==> src/verilog/atmp_defines.svh <==
// Constants of the aux test mux and pseudo-random transmit test block.
// Assumes inclusion by bare name from the selector and top design modules.
// Contract
// - Two independent 4-bit selectors, one per aux output, held in analog test config.
// - Code 0001 drives the aux output from its software-written test DAC value.
// - Codes 0010..0111 route correlators, minimum level, I, Q, I with Q through the DAC.
// - Code 1000 places the production-test signal on the aux output.
// - Pseudo-random mode generates a 9-stage or 15-stage sequence as transmit data.
// - Preamble, sync byte, start bit and parity are inserted per the transmit frame register.
`ifndef ATMP_DEFINES_SVH
`define ATMP_DEFINES_SVH

`define ATMP_ADDR_ANALOG_TEST   4'h0
`define ATMP_ADDR_DAC_ONE       4'h1
`define ATMP_ADDR_DAC_TWO       4'h2
`define ATMP_ADDR_PRBS_CTRL     4'h3
`define ATMP_ADDR_TX_FRAME      4'h4
`define ATMP_ADDR_STATUS        4'h5

`define ATMP_AUX_OUT_ONE_SEL_LSB       4
`define ATMP_AUX_OUT_TWO_SEL_LSB       0
`define ATMP_CTRL_ENABLE_BIT    0
`define ATMP_CTRL_LONG_BIT      1
`define ATMP_CTRL_SEND_BIT      2

`define ATMP_RST_BYTE           8'h00
`define ATMP_PRBS9_SEED         9'h1ff
`define ATMP_PRBS15_SEED        15'h7fff
`define ATMP_PRBS9_TAP          4
`define ATMP_PRBS15_TAP         13
`define ATMP_SYNC_BYTE          8'hb2
`define ATMP_DATA_BITS          4'h8
`define ATMP_MAX_PREAMBLE       3'h7

`endif

==> src/verilog/atmp_pkg.sv <==
// Types of the aux test mux and pseudo-random transmit test block.
// Assumes the defines header is compiled with it.
package atmp_pkg;
  typedef enum logic [3:0] {
    ATMP_SRC_TRISTATE = 4'h0, ATMP_SRC_DAC_REG  = 4'h1, ATMP_SRC_CORR_ONE = 4'h2,
    ATMP_SRC_CORR_TWO = 4'h3, ATMP_SRC_MIN_LVL  = 4'h4, ATMP_SRC_ADC_I    = 4'h5,
    ATMP_SRC_ADC_Q    = 4'h6, ATMP_SRC_ADC_IQ   = 4'h7, ATMP_SRC_PROD     = 4'h8,
    ATMP_SRC_SE_CLK   = 4'h9, ATMP_SRC_HIGH     = 4'ha, ATMP_SRC_LOW      = 4'hb,
    ATMP_SRC_TX_ACT   = 4'hc, ATMP_SRC_RX_ACT   = 4'hd, ATMP_SRC_SUBCAR   = 4'he,
    ATMP_SRC_TST_BIT  = 4'hf
  } atmp_source_t;

  typedef enum logic [4:0] {
    ATMP_ST_IDLE     = 5'b00001,
    ATMP_ST_PREAMBLE = 5'b00010,
    ATMP_ST_SYNC     = 5'b00100,
    ATMP_ST_START    = 5'b01000,
    ATMP_ST_DATA     = 5'b10000
  } atmp_state_t;

  typedef struct packed {
    logic [7:0] correlator_one_signal;
    logic [7:0] correlator_two_signal;
    logic [7:0] minimum_level_signal;
    logic [7:0] adc_i;
    logic [7:0] adc_q;
  } atmp_analog_t;

  typedef struct packed {
    logic production_test;
    logic secure_element_clock;
    logic transmitter_active;
    logic receiver_active;
    logic subcarrier_detected;
    logic test_bus_selected_bit;
  } atmp_digital_t;

  typedef struct packed {
    logic [2:0] preamble_bytes;
    logic       sync_enable;
    logic       start_enable;
    logic       parity_enable;
    logic       parity_odd;
  } atmp_frame_t;
endpackage : atmp_pkg

==> src/verilog/atmp_aux_select.sv <==
// One aux output selector: routes one of sixteen sources to a pin and DAC.
// Assumes synchronous source inputs; all outputs registered.
`timescale 1ns/1ps
`include "atmp_defines.svh"
module atmp_aux_select
  import atmp_pkg::*;
(
  input  wire logic          ref_clk,
  input  wire logic          rst_n,
  input  wire logic [3:0]    aux_source_select,
  input  wire logic [7:0]    test_dac_value,
  input  wire atmp_analog_t  analog_in,
  input  wire atmp_digital_t digital_in,
  output logic               aux_pin_out,
  output logic               aux_pin_oe_n,
  output logic               aux_dac_enable,
  output logic [7:0]         aux_dac_code
);
  logic       pin_reg,  pin_next;
  logic       oe_n_reg, oe_n_next;
  logic       den_reg,  den_next;
  logic [7:0] code_reg, code_next;
  logic [8:0] iq_sum;

  assign iq_sum = {1'b0, analog_in.adc_i} + {1'b0, analog_in.adc_q};

  always_comb begin
    pin_next  = 1'b0;
    oe_n_next = 1'b0;
    den_next  = 1'b0;
    code_next = `ATMP_RST_BYTE;
    case (atmp_source_t'(aux_source_select))
      ATMP_SRC_TRISTATE: oe_n_next = 1'b1;
      ATMP_SRC_DAC_REG:  begin oe_n_next = 1'b1; den_next = 1'b1; code_next = test_dac_value; end
      ATMP_SRC_CORR_ONE: begin
        oe_n_next = 1'b1; den_next = 1'b1; code_next = analog_in.correlator_one_signal;
      end
      ATMP_SRC_CORR_TWO: begin
        oe_n_next = 1'b1; den_next = 1'b1; code_next = analog_in.correlator_two_signal;
      end
      ATMP_SRC_MIN_LVL:  begin
        oe_n_next = 1'b1; den_next = 1'b1; code_next = analog_in.minimum_level_signal;
      end
      ATMP_SRC_ADC_I:    begin oe_n_next = 1'b1; den_next = 1'b1; code_next = analog_in.adc_i; end
      ATMP_SRC_ADC_Q:    begin oe_n_next = 1'b1; den_next = 1'b1; code_next = analog_in.adc_q; end
      ATMP_SRC_ADC_IQ:   begin oe_n_next = 1'b1; den_next = 1'b1; code_next = iq_sum[8:1]; end
      ATMP_SRC_PROD:     pin_next = digital_in.production_test;
      ATMP_SRC_SE_CLK:   pin_next = digital_in.secure_element_clock;
      ATMP_SRC_HIGH:     pin_next = 1'b1;
      ATMP_SRC_LOW:      pin_next = 1'b0;
      ATMP_SRC_TX_ACT:   pin_next = digital_in.transmitter_active;
      ATMP_SRC_RX_ACT:   pin_next = digital_in.receiver_active;
      ATMP_SRC_SUBCAR:   pin_next = digital_in.subcarrier_detected;
      default:           pin_next = digital_in.test_bus_selected_bit;
    endcase
  end

  always_ff @(posedge ref_clk) begin
    if (!rst_n) begin
      pin_reg  <= 1'b0;
      oe_n_reg <= 1'b1;
      den_reg  <= 1'b0;
      code_reg <= `ATMP_RST_BYTE;
    end else begin
      pin_reg  <= pin_next;
      oe_n_reg <= oe_n_next;
      den_reg  <= den_next;
      code_reg <= code_next;
    end
  end

  assign aux_pin_out    = pin_reg;
  assign aux_pin_oe_n   = oe_n_reg;
  assign aux_dac_enable = den_reg;
  assign aux_dac_code   = code_reg;
endmodule : atmp_aux_select

==> src/verilog/atmp_top.sv <==
// Aux test observation mux pair, register port and pseudo-random transmit test.
// Assumes synchronous inputs, plain register port with read data one cycle later.
//
// Added by the designer: the placing of the registers and the address-and-strobe port.
`timescale 1ns/1ps
`include "atmp_defines.svh"
module atmp_top
  import atmp_pkg::*;
(
  input  wire logic          ref_clk,
  input  wire logic          rst_n,
  input  wire logic [3:0]    reg_addr,
  input  wire logic [7:0]    reg_wdata,
  input  wire logic          reg_write,
  input  wire logic          reg_read,
  output logic [7:0]         reg_rdata,
  input  wire atmp_analog_t  analog_in,
  input  wire atmp_digital_t digital_in,
  output logic               aux_out_one,
  output logic               aux_out_one_oe_n,
  output logic               aux_one_dac_enable,
  output logic [7:0]         aux_one_dac_code,
  output logic               aux_out_two,
  output logic               aux_out_two_oe_n,
  output logic               aux_two_dac_enable,
  output logic [7:0]         aux_two_dac_code,
  output logic               tx_bit,
  output logic               tx_bit_valid
);
  // Register state
  logic [7:0]  analog_test_config_reg, analog_test_config_next;
  logic [7:0]  dac_one_reg, dac_one_next;
  logic [7:0]  dac_two_reg, dac_two_next;
  logic [1:0]  prbs_ctrl_reg, prbs_ctrl_next;
  atmp_frame_t frame_reg, frame_next;
  logic [7:0]  rdata_reg, rdata_next;
  logic        send_cmd;

  always_comb begin
    analog_test_config_next = analog_test_config_reg;
    dac_one_next   = dac_one_reg;
    dac_two_next   = dac_two_reg;
    prbs_ctrl_next = prbs_ctrl_reg;
    frame_next     = frame_reg;
    rdata_next     = `ATMP_RST_BYTE;
    send_cmd       = 1'b0;
    if (reg_write) begin
      if (reg_addr == `ATMP_ADDR_ANALOG_TEST) begin
        analog_test_config_next = reg_wdata;
      end else if (reg_addr == `ATMP_ADDR_DAC_ONE) begin
        dac_one_next = reg_wdata;
      end else if (reg_addr == `ATMP_ADDR_DAC_TWO) begin
        dac_two_next = reg_wdata;
      end else if (reg_addr == `ATMP_ADDR_PRBS_CTRL) begin
        prbs_ctrl_next = {reg_wdata[`ATMP_CTRL_LONG_BIT], reg_wdata[`ATMP_CTRL_ENABLE_BIT]};
        send_cmd       = reg_wdata[`ATMP_CTRL_SEND_BIT];
      end else if (reg_addr == `ATMP_ADDR_TX_FRAME) begin
        frame_next = reg_wdata[6:0];
      end
    end
    if (reg_read) begin
      if (reg_addr == `ATMP_ADDR_ANALOG_TEST) begin
        rdata_next = analog_test_config_reg;
      end else if (reg_addr == `ATMP_ADDR_DAC_ONE) begin
        rdata_next = dac_one_reg;
      end else if (reg_addr == `ATMP_ADDR_DAC_TWO) begin
        rdata_next = dac_two_reg;
      end else if (reg_addr == `ATMP_ADDR_PRBS_CTRL) begin
        rdata_next = {6'h00, prbs_ctrl_reg};
      end else if (reg_addr == `ATMP_ADDR_TX_FRAME) begin
        rdata_next = {1'b0, frame_reg};
      end else if (reg_addr == `ATMP_ADDR_STATUS) begin
        rdata_next = {7'h00, tx_bit_valid};
      end
    end
  end

  always_ff @(posedge ref_clk) begin
    if (!rst_n) begin
      analog_test_config_reg <= `ATMP_RST_BYTE;
      dac_one_reg   <= `ATMP_RST_BYTE;
      dac_two_reg   <= `ATMP_RST_BYTE;
      prbs_ctrl_reg <= 2'h0;
      frame_reg     <= 7'h00;
      rdata_reg     <= `ATMP_RST_BYTE;
    end else begin
      analog_test_config_reg <= analog_test_config_next;
      dac_one_reg   <= dac_one_next;
      dac_two_reg   <= dac_two_next;
      prbs_ctrl_reg <= prbs_ctrl_next;
      frame_reg     <= frame_next;
      rdata_reg     <= rdata_next;
    end
  end

  assign reg_rdata = rdata_reg;

  // Two independent selectors
  logic [3:0] sel_vec [2];
  logic [7:0] dac_vec [2];
  logic [1:0] pin_vec, oe_vec, den_vec;
  logic [7:0] code_vec [2];

  assign sel_vec[0] = analog_test_config_reg[`ATMP_AUX_OUT_ONE_SEL_LSB +: 4];
  assign sel_vec[1] = analog_test_config_reg[`ATMP_AUX_OUT_TWO_SEL_LSB +: 4];
  assign dac_vec[0] = dac_one_reg;
  assign dac_vec[1] = dac_two_reg;

  for (genvar g = 0; g < 2; g++) begin : g_aux
    atmp_aux_select u_sel (
      .ref_clk           (ref_clk),
      .rst_n             (rst_n),
      .aux_source_select (sel_vec[g]),
      .test_dac_value    (dac_vec[g]),
      .analog_in         (analog_in),
      .digital_in        (digital_in),
      .aux_pin_out       (pin_vec[g]),
      .aux_pin_oe_n      (oe_vec[g]),
      .aux_dac_enable    (den_vec[g]),
      .aux_dac_code      (code_vec[g])
    );
  end

  assign aux_out_one        = pin_vec[0];
  assign aux_out_one_oe_n   = oe_vec[0];
  assign aux_one_dac_enable = den_vec[0];
  assign aux_one_dac_code   = code_vec[0];
  assign aux_out_two        = pin_vec[1];
  assign aux_out_two_oe_n   = oe_vec[1];
  assign aux_two_dac_enable = den_vec[1];
  assign aux_two_dac_code   = code_vec[1];

  // Framed pseudo-random transmitter
  atmp_state_t state_reg, state_next;
  logic [14:0] lfsr_reg, lfsr_next;
  logic [2:0]  pre_cnt_reg, pre_cnt_next;
  logic [3:0]  bit_cnt_reg, bit_cnt_next;
  logic [7:0]  sync_byte;
  logic        par_reg, par_next;
  logic        tx_reg, tx_next;
  logic        txv_reg, txv_next;
  logic        prbs_bit;

  assign sync_byte = `ATMP_SYNC_BYTE;

  assign prbs_bit = prbs_ctrl_reg[1] ? (lfsr_reg[14] ^ lfsr_reg[`ATMP_PRBS15_TAP])
                                     : (lfsr_reg[8] ^ lfsr_reg[`ATMP_PRBS9_TAP]);

  always_comb begin
    state_next   = state_reg;
    lfsr_next    = lfsr_reg;
    pre_cnt_next = pre_cnt_reg;
    bit_cnt_next = bit_cnt_reg;
    par_next     = par_reg;
    tx_next      = 1'b0;
    txv_next     = 1'b0;
    case (state_reg)
      ATMP_ST_IDLE: begin
        lfsr_next = prbs_ctrl_next[1] ? `ATMP_PRBS15_SEED : {6'h00, `ATMP_PRBS9_SEED};
        if (send_cmd && prbs_ctrl_next[0]) begin
          pre_cnt_next = frame_next.preamble_bytes;
          bit_cnt_next = 4'h0;
          par_next     = 1'b0;
          state_next   = (frame_next.preamble_bytes != 3'h0) ? ATMP_ST_PREAMBLE
                       : frame_next.sync_enable ? ATMP_ST_SYNC
                       : frame_next.start_enable ? ATMP_ST_START : ATMP_ST_DATA;
        end
      end
      ATMP_ST_PREAMBLE: begin
        tx_next      = 1'b0;
        txv_next     = 1'b1;
        bit_cnt_next = bit_cnt_reg + 4'h1;
        if (bit_cnt_reg == `ATMP_DATA_BITS - 4'h1) begin
          bit_cnt_next = 4'h0;
          pre_cnt_next = pre_cnt_reg - 3'h1;
          if (pre_cnt_reg == 3'h1) begin
            state_next = frame_reg.sync_enable ? ATMP_ST_SYNC
                       : frame_reg.start_enable ? ATMP_ST_START : ATMP_ST_DATA;
          end
        end
      end
      ATMP_ST_SYNC: begin
        tx_next      = sync_byte[3'h7 - bit_cnt_reg[2:0]];
        txv_next     = 1'b1;
        bit_cnt_next = bit_cnt_reg + 4'h1;
        if (bit_cnt_reg == `ATMP_DATA_BITS - 4'h1) begin
          bit_cnt_next = 4'h0;
          state_next   = frame_reg.start_enable ? ATMP_ST_START : ATMP_ST_DATA;
        end
      end
      ATMP_ST_START: begin
        tx_next    = 1'b1;
        txv_next   = 1'b1;
        state_next = ATMP_ST_DATA;
      end
      default: begin
        txv_next = 1'b1;
        if (bit_cnt_reg == `ATMP_DATA_BITS) begin
          tx_next      = par_reg ^ frame_reg.parity_odd;
          bit_cnt_next = 4'h0;
          par_next     = 1'b0;
        end else begin
          tx_next      = prbs_bit;
          lfsr_next    = {lfsr_reg[13:0], prbs_bit};
          par_next     = par_reg ^ prbs_bit;
          bit_cnt_next = (bit_cnt_reg == `ATMP_DATA_BITS - 4'h1 && !frame_reg.parity_enable)
                         ? 4'h0 : bit_cnt_reg + 4'h1;
          if (bit_cnt_next == 4'h0) begin
            par_next = 1'b0;
          end
        end
        if (!prbs_ctrl_next[0]) begin
          state_next = ATMP_ST_IDLE;
          txv_next   = 1'b0;
          tx_next    = 1'b0;
        end
      end
    endcase
    if (state_reg != ATMP_ST_IDLE && state_reg != ATMP_ST_DATA && !prbs_ctrl_next[0]) begin
      state_next = ATMP_ST_IDLE;
      txv_next   = 1'b0;
      tx_next    = 1'b0;
    end
  end

  always_ff @(posedge ref_clk) begin
    if (!rst_n) begin
      state_reg   <= ATMP_ST_IDLE;
      lfsr_reg    <= `ATMP_PRBS15_SEED;
      pre_cnt_reg <= 3'h0;
      bit_cnt_reg <= 4'h0;
      par_reg     <= 1'b0;
      tx_reg      <= 1'b0;
      txv_reg     <= 1'b0;
    end else begin
      state_reg   <= state_next;
      lfsr_reg    <= lfsr_next;
      pre_cnt_reg <= pre_cnt_next;
      bit_cnt_reg <= bit_cnt_next;
      par_reg     <= par_next;
      tx_reg      <= tx_next;
      txv_reg     <= txv_next;
    end
  end

  assign tx_bit       = tx_reg;
  assign tx_bit_valid = txv_reg;
endmodule : atmp_top

==> config.mk <==
export PLATFORM = sky130hd
export DESIGN_NAME = atmp_top
export DESIGN_NICKNAME = d
export VERILOG_FILES = /design/src/verilog/atmp_pkg.sv /design/src/verilog/atmp_aux_select.sv /design/src/verilog/atmp_top.sv
export VERILOG_INCLUDE_DIRS = /design/src /design/src/verilog
export SDC_FILE = /design/constraint.sdc
export NUM_CORES = 1
export LEC_CHECK = 0
export ABC_CLOCK_PERIOD_IN_PS = 2500
export BUFFER_PORTS_ARGS = -buffer_cell sky130_fd_sc_hd__buf_2
export CORE_MARGIN = 1.5
export CORE_UTILIZATION = 25
export CTS_CLUSTER_SIZE = 20
export DETAILED_ROUTE_END_ITERATION = 8
export GPL_ROUTABILITY_DRIVEN = 0
export PLACE_DENSITY = 0.48
export SKIP_CTS_REPAIR_TIMING = 1
export SLEW_MARGIN = 10
export SYNTH_ARGS = -nofsm -noshare
export SYNTH_HDL_FRONTEND = slang
export SYNTH_SLANG_ARGS = --single-unit
export TNS_END_PERCENT = 30
==> constraint.sdc <==
create_clock -name ref_clk -period 2.5 [get_ports ref_clk]
set_clock_uncertainty 0.1 [all_clocks]
set_input_delay 0.5 -clock ref_clk [delete_from_list [all_inputs] [get_ports ref_clk]]
set_output_delay 0.5 -clock ref_clk [all_outputs]
set_load 0.1 [all_outputs]
### Word level (Yosys, flattened, before mapping)

Memories as Yosys holds them, arrays and structs flattened.
Index checks and enable logic that the tools add are counted.

| operators by class | value |
|---|---|
| add/sub/neg operators | 4 |
| multipliers | 0 |
| divide/modulo/power cells | 0 |
| magnitude comparators | 1 |
| eq/ne operators | 48 |
| shift-type cells | 0 |
| muxes and demuxes | 63 |
| bitwise gates (word level) | 11 |
| reductions and logical operators | 32 |

Operators by type and width:

| kind | number |
|---|---|
| case mux 8 bit (7 select lines) | 2 |
| == test 4 bit (second input constant) | 15 |
| two-way mux 7 bit | 8 |
| two-way mux 5 bit | 10 |
| == test 4 x 3 -> 1 bit (second input constant) | 11 |
| two-way mux 15 bit | 2 |
| case mux 15 bit (2 select lines) | 1 |
| == test 4 x 2 -> 1 bit (second input constant) | 6 |
| two-way mux 8 bit | 3 |
| case mux 5 bit (4 select lines) | 1 |
| two-way mux 1 bit | 18 |
| OR reduction 9 bit | 2 |
| zero test 4 bit | 4 |
| two-way mux 4 bit | 4 |
| OR reduction 8 bit | 2 |
| case mux 1 bit (7 select lines) | 2 |
| OR reduction 7 bit | 2 |
| == test 4 x 1 -> 1 bit (second input constant) | 3 |
| case mux 4 bit (3 select lines) | 1 |
| two-way mux 2 bit | 5 |
| inequality test 5 x 1 -> 1 bit (second input constant) | 2 |
| AND reduction 2 bit | 5 |
| adder 8 x 8 -> 9 bit | 1 |
| inequality test 2 bit (second input constant) | 4 |
| other kinds (27) | 45 |

| storage, ports and cells | value |
|---|---|
| flip-flop bits (word level) | 93 |
| latch bits | 0 |
| bits in writable memories | 0 |
| memory bits (read-only) | 8 |
| input bits | 62 |
| output and inout port bits | 32 |
| memories kept | 1 |

Memory list:

| name | words | width | rd ports | clocked after Yosys merged registers in | wr ports | RTL line | source |
|---|---|---|---|---|---|---|---|
| (name not given) | 8 | 1 | 1 | 0 | 0 | atmp_top.sv:183 | `tx_next = sync_byte[3'h7 - bit_cnt_reg[2:0]];` |

### Depth between registers and ports, before layout

Gate-level depths: netlist (run 1).

| depth | value |
|---|---|
| depth after elaboration | 12 |
| mapped depth | 8 |
| gate-level depth less buffers | 8 |

### Modules after synthesis

Synthesis (run 1) repeated with hierarchy kept, for this count alone.

| unflattened totals | value |
|---|---|
| cell total of the unflattened synthesis | 711 |
| area total of the unflattened synthesis | 5,926.9 um^2 |

Modules (own cells, without submodules):

| module | times used | cells each | area an instance (um^2) | seq. area each (um^2) |
|---|---|---|---|---|
| atmp_top | 1 | 437 | 3,527.1 | 1,421.4 |
| atmp_aux_select | 2 | 137 | 1,199.9 | 220.2 |

### Worst setup path after synthesis (run 1)

Ideal clock, no wire load.

| path | value |
|---|---|
| path type | reg-to-reg |
| start point | reg bit_cnt_reg[0] |
| end point | reg state_reg[1] |
| library setup time | 71 ps |
| arrival time | 2,115 ps |
| data required time | 2,329 ps |
| setup slack | 214 ps |
| stages on the path, launching flop included | 8 |
| clock period less this slack | 2,286 ps |
| path through | dfxtp_1 ha_1 nand3b_1 or3b_2 a221oi_1 o21ai_2 or3_1 a21oi_1 |

| on the way | value |
|---|---|
| longest elaborated chain between the ends | 3 |
| elaborated cells on any way between the ends | 4 |
| those cells by class | eq/ne (3); reduce/logical (1) |

RTL lines:

| item | RTL line | source |
|---|---|---|
| start: declaration | atmp_top.sv:137 | `logic [3:0] bit_cnt_reg, bit_cnt_next;` |
| start signal: assignment | atmp_top.sv:239 | `bit_cnt_reg <= bit_cnt_next;` |
| == test 4 x 3 -> 1 bit * | atmp_top.sv:173, atmp_top.sv:186 |  |
| inequality test 2 bit (no source line) | - |  |
| AND reduction 5 bit (no source line) * | - |  |
| end signal: assignment | atmp_top.sv:236 | `state_reg <= state_next;` |
| end: declaration | atmp_top.sv:134 | `atmp_state_t state_reg, state_next;` |

Every way passes the cells marked *; elsewhere a longest branch is shown, timed or not.
A chain may end at the register's enable or synchronous reset.

### Final worst setup path (run 1)

| path | value |
|---|---|
| start point | reg state_reg[1] |
| end point | reg state_reg[3] |

| on the way | value |
|---|---|
| longest elaborated chain between the ends | 4 |
| elaborated cells on any way between the ends | 16 |
| those cells by class | eq/ne (11); mux (1); reduce/logical (4) |

RTL lines:

| item |
|---|
| branches (longest 4 deep; another with == test 5 x 4 -> 1 bit) |

Parallel ways; which one is timed is not known.

==> results of run 1 <==
-- per-layer routing --
metal / part of all wire (%) / vias to the layer above / GRT usage [%] / routed length, um
li1: - / 2601 / - / -
met1: 47 / 2473 / 22.6 / 8510
met2: 45 / 165 / 25.5 / 8140
met3: 5.8 / 21 / 3.03 / 1050
met4: 1.9 / 0 / 4.85 / 351
met5: 0 / - / 0 / 0
-- power by group through the flow --
| stage | logic [mW] | registers, mW | clock network (mW) |
|---|---|---|---|
| 2_1_floorplan | 0.536 | 1.61 | 0 |
| 3_5_place_dp | 0.839 | 1.62 | 0 |
| 5_1_grt | 0.933 | 1.59 | 1.59 |
| 4_1_cts | 0.844 | 1.58 | 1.53 |
| 6_report | 0.853 | 1.59 | 1.49 |
| 3_3_place_gp | 0.844 | 1.62 | 0 |
-- layout by cell type (no fill, tap or decap), drive strengths merged, types with 4 or more instances in the layout --
cell type  count
a21boi         5
a21oi         44
a221oi        12
a22o          11
a22oi         15
a2bb2oi        5
a31oi          5
and3          10
and3b          5
buf          136
clkbuf        11
dfxtp         93
ha            13
inv           24
mux2          14
mux2i         42
nand2         54
nand3         11
nand3b         5
nor2          65
nor2b         51
nor3          15
nor4           4
o211ai         5
o21a           5
o21ai         27
o221ai         6
o22ai         14
or3            7
or3b           4
xnor2          4
xor2           6
-- through the flow --
step                utilization, %  setup slack, ns  hold WS (ns)  cells
finish                        31.7            0.182         0.347   1047
global route                  31.7          0.00935         0.363   1046
CTS                           31.7            0.125         0.340   1046
detailed placement            30.2            0.150         0.357   1030
global placement              30.2            0.199         0.351   1030
floorplan                        -            0.214         0.342    658
-- critical path, stage by stage (launching register included) --
cell and delay [ns]:
dfxtp_1 0.31, or3_4 0.40, or3b_1 0.52, or4_4 0.57, a2bb2oi_1 0.14, a2bb2oi_1 0.14, nor2_1 0.08
-- synthesized netlist by cell type, drive strengths merged, types with 6 or more instances --
master | number | area (um^2)
nand2 | 54 | 203
nand3 | 11 | 55.1
nor2b | 51 | 319
o21ai | 27 | 143
or3 | 7 | 48.8
a221oi | 12 | 105
inv | 23 | 86.3
mux2i | 42 | 420
o22ai | 14 | 87.6
a22o | 11 | 96.3
mux2 | 14 | 158
dfxtp | 93 | 1860
a21oi | 44 | 220
xor2 | 6 | 52.6
o221ai | 6 | 52.6
clkbuf | 34 | 129
and3 | 10 | 62.6
nor2 | 65 | 244
nor3 | 15 | 75.1
a22oi | 15 | 113
ha | 13 | 163
-- final timing paths --
kind / start / depth (start not counted) / slack [ns] / to
max reg2reg: state_reg[1] / 6 / 0.18 / state_reg[3]
min: reg_wdata[7] / 3 / 0.35 / dac_two_reg[7]
min reg2reg: lfsr_reg[5] / 2 / 0.37 / lfsr_reg[6]
max: state_reg[1] / 6 / 0.18 / state_reg[3]
-- cell families (layout without fill, tap and decap cells) --
logic type	Yosys count	in the layout	share of synthesized area [%]
muxes	56	56	10.7
AOI/OAI and AO/OA	176	176	22.0
and+or+nand+nor	247	247	23.4
buffers and inverters	62	175	4.44
other	0	1	0
adders and majority gates	14	14	3.38
xor gates and xnor gates	10	10	1.62
DFF	93	93	34.4
-- layout make-up --
class                           count  area (um^2)  share of cell area [%]
Multi-Input combinational cell    503         3310                    49.4
Sequential cell                    93         1860                    27.7
Timing Repair Buffer              136          788                    11.7
Tap cell                          275          344                    5.13
Clock buffer                       11          233                    3.47
Inverter                           23         86.3                    1.29
Clock inverter                      5         83.8                    1.25
Antenna cell                        1         2.50                  0.0373
==> impl_metrics.yaml, run 1 <==
timing:
  final.setup.tns_ns: 0
  slew_viol_final: 0
  setup_viol: 0
  hold_viol_final: 0
  min_period_ns: 2.32
  finalCritPeriodShare_pct: 92.7
  fmax_mhz: 431
  rsz0062_at_grt: "no"
  slew_headroom_pct: 55.9
  tightest_slew_ns: 0.661
power_and_ir_drop:
  swShare_pct: 29.4
  leakagePower_nw: 2.78
  pwr-share-comb_pct: 21.7
  peakVddDrop_mv: 0.301
  p_seq_share_pct: 40.4
  clkPwrFrac_pct: 37.9
  p_int_mw: 2.77
  p_total_mw: 3.93
  power.density_nw_per_um2: 585
  p_sw_mw: 1.16
global_route:
  grt-ovfl-total: 0
  grt_max_degree: 30
  grt_pass1_wl_um: 28100
  antenna_found_initial: 1
  grt_usage_pct: 16.3
  grt_pass1_vias: 4948
logic_synthesis:
  async_flop_share_pct: 0
  ys_warn_count: 0
  avgSynthCellArea_um2: 8.22
  ys_seq_area_share_pct: 34.4
  netlist_area_um2: 5410
  synth_nets: 734
  yosys_register_bits: 93
  synth_edf_count: 0
  synth_ff_type: "dfxtp_1"
  syn_inst: 658
  synth_cell_types: 63
die:
  die_w_um: 150
  core_area_um2: 21200
  io_pins: 94
  die_height_um: 150
  rows: 53
  initial_utilization_pct: 25.6
  dieArea_um2: 22500
clock_network:
  h-tree-depth: 3
  clkTransAtPathRegs_ns: 0.07
  cts_tree: "done"
  cts-root-buf: "clkbuf_16"
  clock-sinks: 93
  cts_buffers: 9
  cts_buffer_depth: 2
  insertion_delay_ns: 0.35
critical_path:
  cp_max_fo: 7
  worst_ep_required_time_ns: 2.69
  worstSetupStartpointType: "flop"
  path_class: "reg -> reg"
  worstPathArrival_ns: 2.51
  endpoint_kind: "flop"
routing:
  via_count: 5260
  route.detailed.drc: 0
  first_iter_violations: 345
  drtAntennaViolNets: 0
  viasPerCell: 5.02
  wire_per_inst_um: 17.2
  finalWirelength_um: 18100
  drt_first_pass_iters: 4
final_layout:
  drive_gt1_share_pct: 23.0
  area_growth_pct: 24.1
  nets: 842
  largest_reg_flops: 16
  fill_cells: 2256
  postLayoutCellArea_um2: 6710
job:
  drv_cap: 0
placement:
  io_buffers: 93
  dp_hpwl_um: 14100
  place_area_um2: 6390
min_path:
  hp-class: "in -> reg"
outcome:
  outcome: "complete, no violations"
(Power assumes the default switching activity.)
==> inputs of run 2 (changes only) <==
--- a/config.mk
+++ b/config.mk
@@ -13,7 +13,7 @@
 export CTS_CLUSTER_SIZE = 20
 export DETAILED_ROUTE_END_ITERATION = 8
 export GPL_ROUTABILITY_DRIVEN = 0
-export PLACE_DENSITY = 0.48
+export PLACE_DENSITY_LB_ADDON = 0.25
 export SKIP_CTS_REPAIR_TIMING = 1
 export SLEW_MARGIN = 10
 export SYNTH_ARGS = -nofsm -noshare
==> impl_metrics.yaml, run 2 (synthesized netlist as in run 1, its figures left out) <==
routing:
  first_iter_violations: 317
  viasPerCell: 5.07
  drt_first_pass_iters: 4
  drtAntennaViolNets: 0
  wire_per_inst_um: 17.2
  route.detailed.drc: 0
  via_count: 5283
  finalWirelength_um: 18000
global_route:
  grt_max_degree: 36
  grt_usage_pct: 16.0
  grt-ovfl-total: 0
  antenna_found_initial: 1
  grt_pass1_wl_um: 27900
  grt_pass1_vias: 4977
job:
  drv_cap: 0
critical_path:
  endpoint_kind: "flop"
  cp_max_fo: 7
  worstSetupStartpointType: "flop"
  timing.critical_path.buf_inv: 0
  cp_cell_sequence: "or3_4 > or3b_1 > or4_4 > a2bb2oi_1 > a2bb2oi_1 > nor2_1"
  cp_slowest_stage_delay_ns: 0.57
  worstPathArrival_ns: 2.54
  crit_family: "simple AND/OR/NAND/NOR gates"
  crit_path_frequent_cell: "a2bb2oi_1"
  slowest_stage: "or4_4"
  worst_ep_required_time_ns: 2.69
  path_class: "reg -> reg"
clock_network:
  cts_buffers: 9
  clkTransAtPathRegs_ns: 0.07
  clock-sinks: 93
  cts_buffer_depth: 2
  cts_tree: "done"
  cts-root-buf: "clkbuf_16"
  h-tree-depth: 3
  insertion_delay_ns: 0.35
final_layout:
  nets: 837
  layout_common_cells: "93 x dfxtp_1, 93 x buf_2, 65 x nor2_1, 54 x nand2_1, 51 x nor2b_1"
  area_growth_pct: 23.3
  fill_cells: 2255
  drive_gt1_share_pct: 22.8
  largest_reg_flops: 16
timing:
  fmax_mhz: 426
  tightest_slew_ns: 0.631
  final.setup.tns_ns: 0
  setup_viol: 0
  hold_viol_final: 0
  slew_viol_final: 0
  hold-worst-slack_ns: 0.344
  slew_headroom_pct: 57.9
  rsz0062_at_grt: "no"
  min_period_ns: 2.35
  finalCritPeriodShare_pct: 93.9
placement:
  io_buffers: 93
  dp_hpwl_um: 13900
die:
  die_height_um: 150
  dieArea_um2: 22500
  core_area_um2: 21200
  die_w_um: 150
  rows: 53
  io_pins: 94
  initial_utilization_pct: 25.6
outcome:
  outcome: "complete, no violations"
power_and_ir_drop:
  power.density_nw_per_um2: 572
  leakagePower_nw: 2.75
  peakVddDrop_mv: 0.287
min_path:
  hp-class: "in -> reg"
-- run 2: per-layer routing --
layer | vias up | part of all wire [%] | GRT usage, %
li1 | 2581 | - | -
met1 | 2475 | 48 | 22.4
met3 | 20 | 7.1 | 3.09
met5 | - | 0 | 0
met2 | 207 | 44 | 25.3
met4 | 0 | 1.1 | 3.58
-- run 2: worst register-to-register path, cell delays in order (launching register included) --
cell and delay [ns]:
dfxtp_1 0.31, or3_4 0.41, or3b_1 0.52, or4_4 0.57
a2bb2oi_1 0.15, a2bb2oi_1 0.14, nor2_1 0.08
-- run 2: final cells by class --
cell class	count	area, um^2	area share [%]
clock buffer	9	225	3.38
sequential	93	1860	27.9
timing repair buffer	131	751	11.3
antenna	1	2.50	0.0375
tap	275	344	5.16
inverter	23	86.3	1.29
multi-input combinational	503	3330	50.0
clock inverter	7	66.3	0.995
-- run 2: report_power, final --
part / internal [mW] / total, mW / switching, mW
combinational: 0.349 / 0.837 / 0.489
sequential: 1.54 / 1.59 / 0.0554
clock: 0.704 / 1.39 / 0.684
-- run 2: path summary, 6_finish.rpt --
kind                       from                         end  slack, ns  cells past startpoint
setup / recovery   state_reg[1]                state_reg[3]       0.15                      6
hold / removal    digital_in[4]  g_aux[0].u_sel.aux_pin_out       0.34                      3
setup reg to reg   state_reg[1]                state_reg[3]       0.15                      6
hold reg to reg     lfsr_reg[0]                 lfsr_reg[1]       0.38                      2
-- run 2: through the flow --
stage,util (%),cells,worst slack [ns],power (mW),instance area (um^2)
2_1_floorplan,-,658,0.214,2.15,5410
6_report,31.5,1042,0.151,3.82,6670
3_5_place_dp,30.0,1025,0.136,2.43,6350
5_1_grt,31.5,1041,0.0222,4.01,6670
3_3_place_gp,30.0,1025,0.196,2.44,6350
4_1_cts,31.4,1041,0.115,3.85,6640
==> inputs of run 3 (changes only) <==
--- a/config.mk
+++ b/config.mk
@@ -8,7 +8,6 @@
 export LEC_CHECK = 0
 export ABC_CLOCK_PERIOD_IN_PS = 2500
 export BUFFER_PORTS_ARGS = -buffer_cell sky130_fd_sc_hd__buf_2
-export CORE_MARGIN = 1.5
 export CORE_UTILIZATION = 25
 export CTS_CLUSTER_SIZE = 20
 export DETAILED_ROUTE_END_ITERATION = 8
@@ -18,5 +17,6 @@
 export SLEW_MARGIN = 10
 export SYNTH_ARGS = -nofsm -noshare
 export SYNTH_HDL_FRONTEND = slang
+export SYNTH_HIERARCHICAL = 1
 export SYNTH_SLANG_ARGS = --single-unit
 export TNS_END_PERCENT = 30
==> impl_metrics.yaml, run 3 <==
timing:
  finalCritPeriodShare_pct: 85.9
  slew_headroom_pct: 60.0
  hold_viol_final: 0
  setup_viol: 0
  tightest_slew_ns: 0.600
  fmax_mhz: 466
  slew_viol_final: 0
  min_period_ns: 2.15
  rsz0062_at_grt: "no"
  final.setup.tns_ns: 0
logic_synthesis:
  synth_top_area_share_pct: 31.4
  synth_edf_count: 0
  syn_inst: 711
  synth_nets: 795
  yosysMostFrequentCell: "dfxtp_1"
  synth_area_leaders: "dfxtp_1 31%, mux2i_1 5.2%, a21oi_1 5.0%"
  async_flop_share_pct: 0
  ys_top_cells_by_count: "93 x dfxtp_1, 71 x nand2_1, 60 x nor2_1, 59 x a21oi_1, 43 x o21ai_0"
  ys_warn_count: 6
  yosysTopAreaCell: "dfxtp_1"
  netlist_area_um2: 5930
  avgSynthCellArea_um2: 8.34
  yosys_register_bits: 93
  ys_seq_area_share_pct: 31.4
  synth_ff_type: "dfxtp_1"
  synth_cell_types: 75
routing:
  viasPerCell: 5.00
  drtAntennaViolNets: 0
  drt_first_pass_iters: 7
  via_count: 5603
  first_iter_violations: 443
  wire_per_inst_um: 17.1
  route.detailed.drc: 0
  finalWirelength_um: 19100
final_layout:
  area_growth_pct: 17.7
  multi_input_area_um2: 3680
  num_antenna_cells: 0
  final_core_util_pct: 30.5
  nets: 888
  largest_reg_flops: 16
  layout_common_cells: "93 x dfxtp_1, 93 x buf_2, 71 x nand2_1, 60 x nor2_1, 59 x a21oi_1"
  ff_latch_area_um2: 1860
  fill_cells: 2502
  drive_gt1_share_pct: 21.6
critical_path:
  rr_endpoint: "lfsr_reg[12]"
  endpoint_kind: "flop"
  worstSetupStartpointType: "flop"
  worst_ep_required_time_ns: 2.66
  cp_max_fo: 14
  r2r-start: "state_reg[1]"
  path_class: "reg -> reg"
  worstPathArrival_ns: 2.31
  worstRegToRegCells: 6
  r2r_setup_slack_ns: 0.35
global_route:
  grt_max_degree: 39
  grt_pass1_vias: 5290
  grt-ovfl-total: 0
  antenna_found_initial: 0
  grt_usage_pct: 15.8
  grt_pass1_wl_um: 29600
die:
  dieArea_um2: 24300
  core_area_um2: 22900
  die_height_um: 156
  io_pins: 94
  die_w_um: 156
  rows: 55
  initial_utilization_pct: 25.9
clock_network:
  clock-sinks: 93
  insertion_delay_ns: 0.35
  cts-root-buf: "clkbuf_16"
  clkTransAtPathRegs_ns: 0.07
  cts_tree: "done"
  cts_buffer_depth: 2
  h-tree-depth: 3
  cts_buffers: 9
job:
  drv_cap: 0
placement:
  io_buffers: 93
  dp_hpwl_um: 14800
min_path:
  holdPathStages: 3
  hold_end: "dac_two_reg[7]"
  hp-class: "in -> reg"
  hp-start: "reg_wdata[7]"
power_and_ir_drop:
  leakagePower_nw: 2.67
  peakVddDrop_mv: 0.362
  power.density_nw_per_um2: 580
outcome:
  outcome: "complete, no violations"
run 3: cell count changes in the layout (fill, tap and decap cells not counted), moves of 10 or more:
cell,previous run,this run
nor2b_1,51,9
nor3_1,15,25
o21ai_0,24,43
mux2i_1,42,31
nand3_1,11,25
nand2_1,54,71
a21oi_1,44,59
buf_4,38,27
run 3: worst max path at each step:
stage	depth (start not counted)	slack [ns]	to	from
floorplan	6	0.47	state_reg[4]	reg_addr[0]
global placement	6	0.18	g_aux[0].u_sel/aux_dac_code[7]	analog_in[15]
detailed placement	8	0.18	g_aux[1].u_sel/aux_dac_code[1]	analog_in[1]
CTS	5	0.34	tx_bit	state_reg[1]
global route	7	0.15	lfsr_reg[12]	state_reg[0]
finish	6	0.35	lfsr_reg[12]	state_reg[1]
run 3: cell type report:
cell class / count / area share [%]
sequential: 93 / 26.7
timing repair buffer: 120 / 9.58
clock inverter: 4 / 0.377
inverter: 32 / 1.72
clock buffer: 10 / 3.28
tap: 313 / 5.61
multi-input combinational: 548 / 52.8
run 3: power by group:
group          leakage (nW)  switching (mW)  internal [mW]  total [mW]
clock                 0.125           0.590          0.664        1.25
sequential            0.753          0.0778           1.56        1.63
combinational          1.80           0.686          0.472        1.16
total                  2.67            1.35           2.69        4.05
run 3: per-layer routing:
layer  up-vias  track usage [%]  wire length (um)
met3        28             2.64               968
met1      2629             21.2              8870
met2       165             25.4              8880
met5         -                0                 0
met4         0             5.14               416
li1       2781                -                 -
run 3: per-stage QoR:
stage	hold WS, ns	setup WS (ns)	power, mW	instances	cell area, um^2
3_5_place_dp	0.388	0.183	2.82	1106	6720
6_report	0.347	0.353	4.05	1120	6980
3_3_place_gp	0.380	0.183	2.82	1106	6720
2_1_floorplan	0.329	0.469	2.47	711	5930
5_1_grt	0.353	0.147	4.29	1120	6980
4_1_cts	0.333	0.344	4.08	1120	6980
run 3: logic make-up (layout without fill, tap and decap cells):
logic type | count (synthesis) | count (layout) | synth area share [%]
AND/OR/NAND/NOR | 256 | 256 | 22.1
multiplexers | 47 | 47 | 9.04
buffers and inverters | 70 | 166 | 6.59
flip-flops | 93 | 93 | 31.4
adder cells (fa/ha/maj) | 22 | 22 | 4.90
XOR/XNOR | 17 | 17 | 2.51
AO/OA/AOI/OAI | 206 | 206 | 23.5
run 3: worst max-delay path, cell delays in order, from the launching register on:
cell and delay (ns):
dfxtp_1 0.47, nor4_2 0.49, buf_4 0.20, o21a_1 0.16
buf_4 0.19, a21bo_2 0.28, o221ai_1 0.16
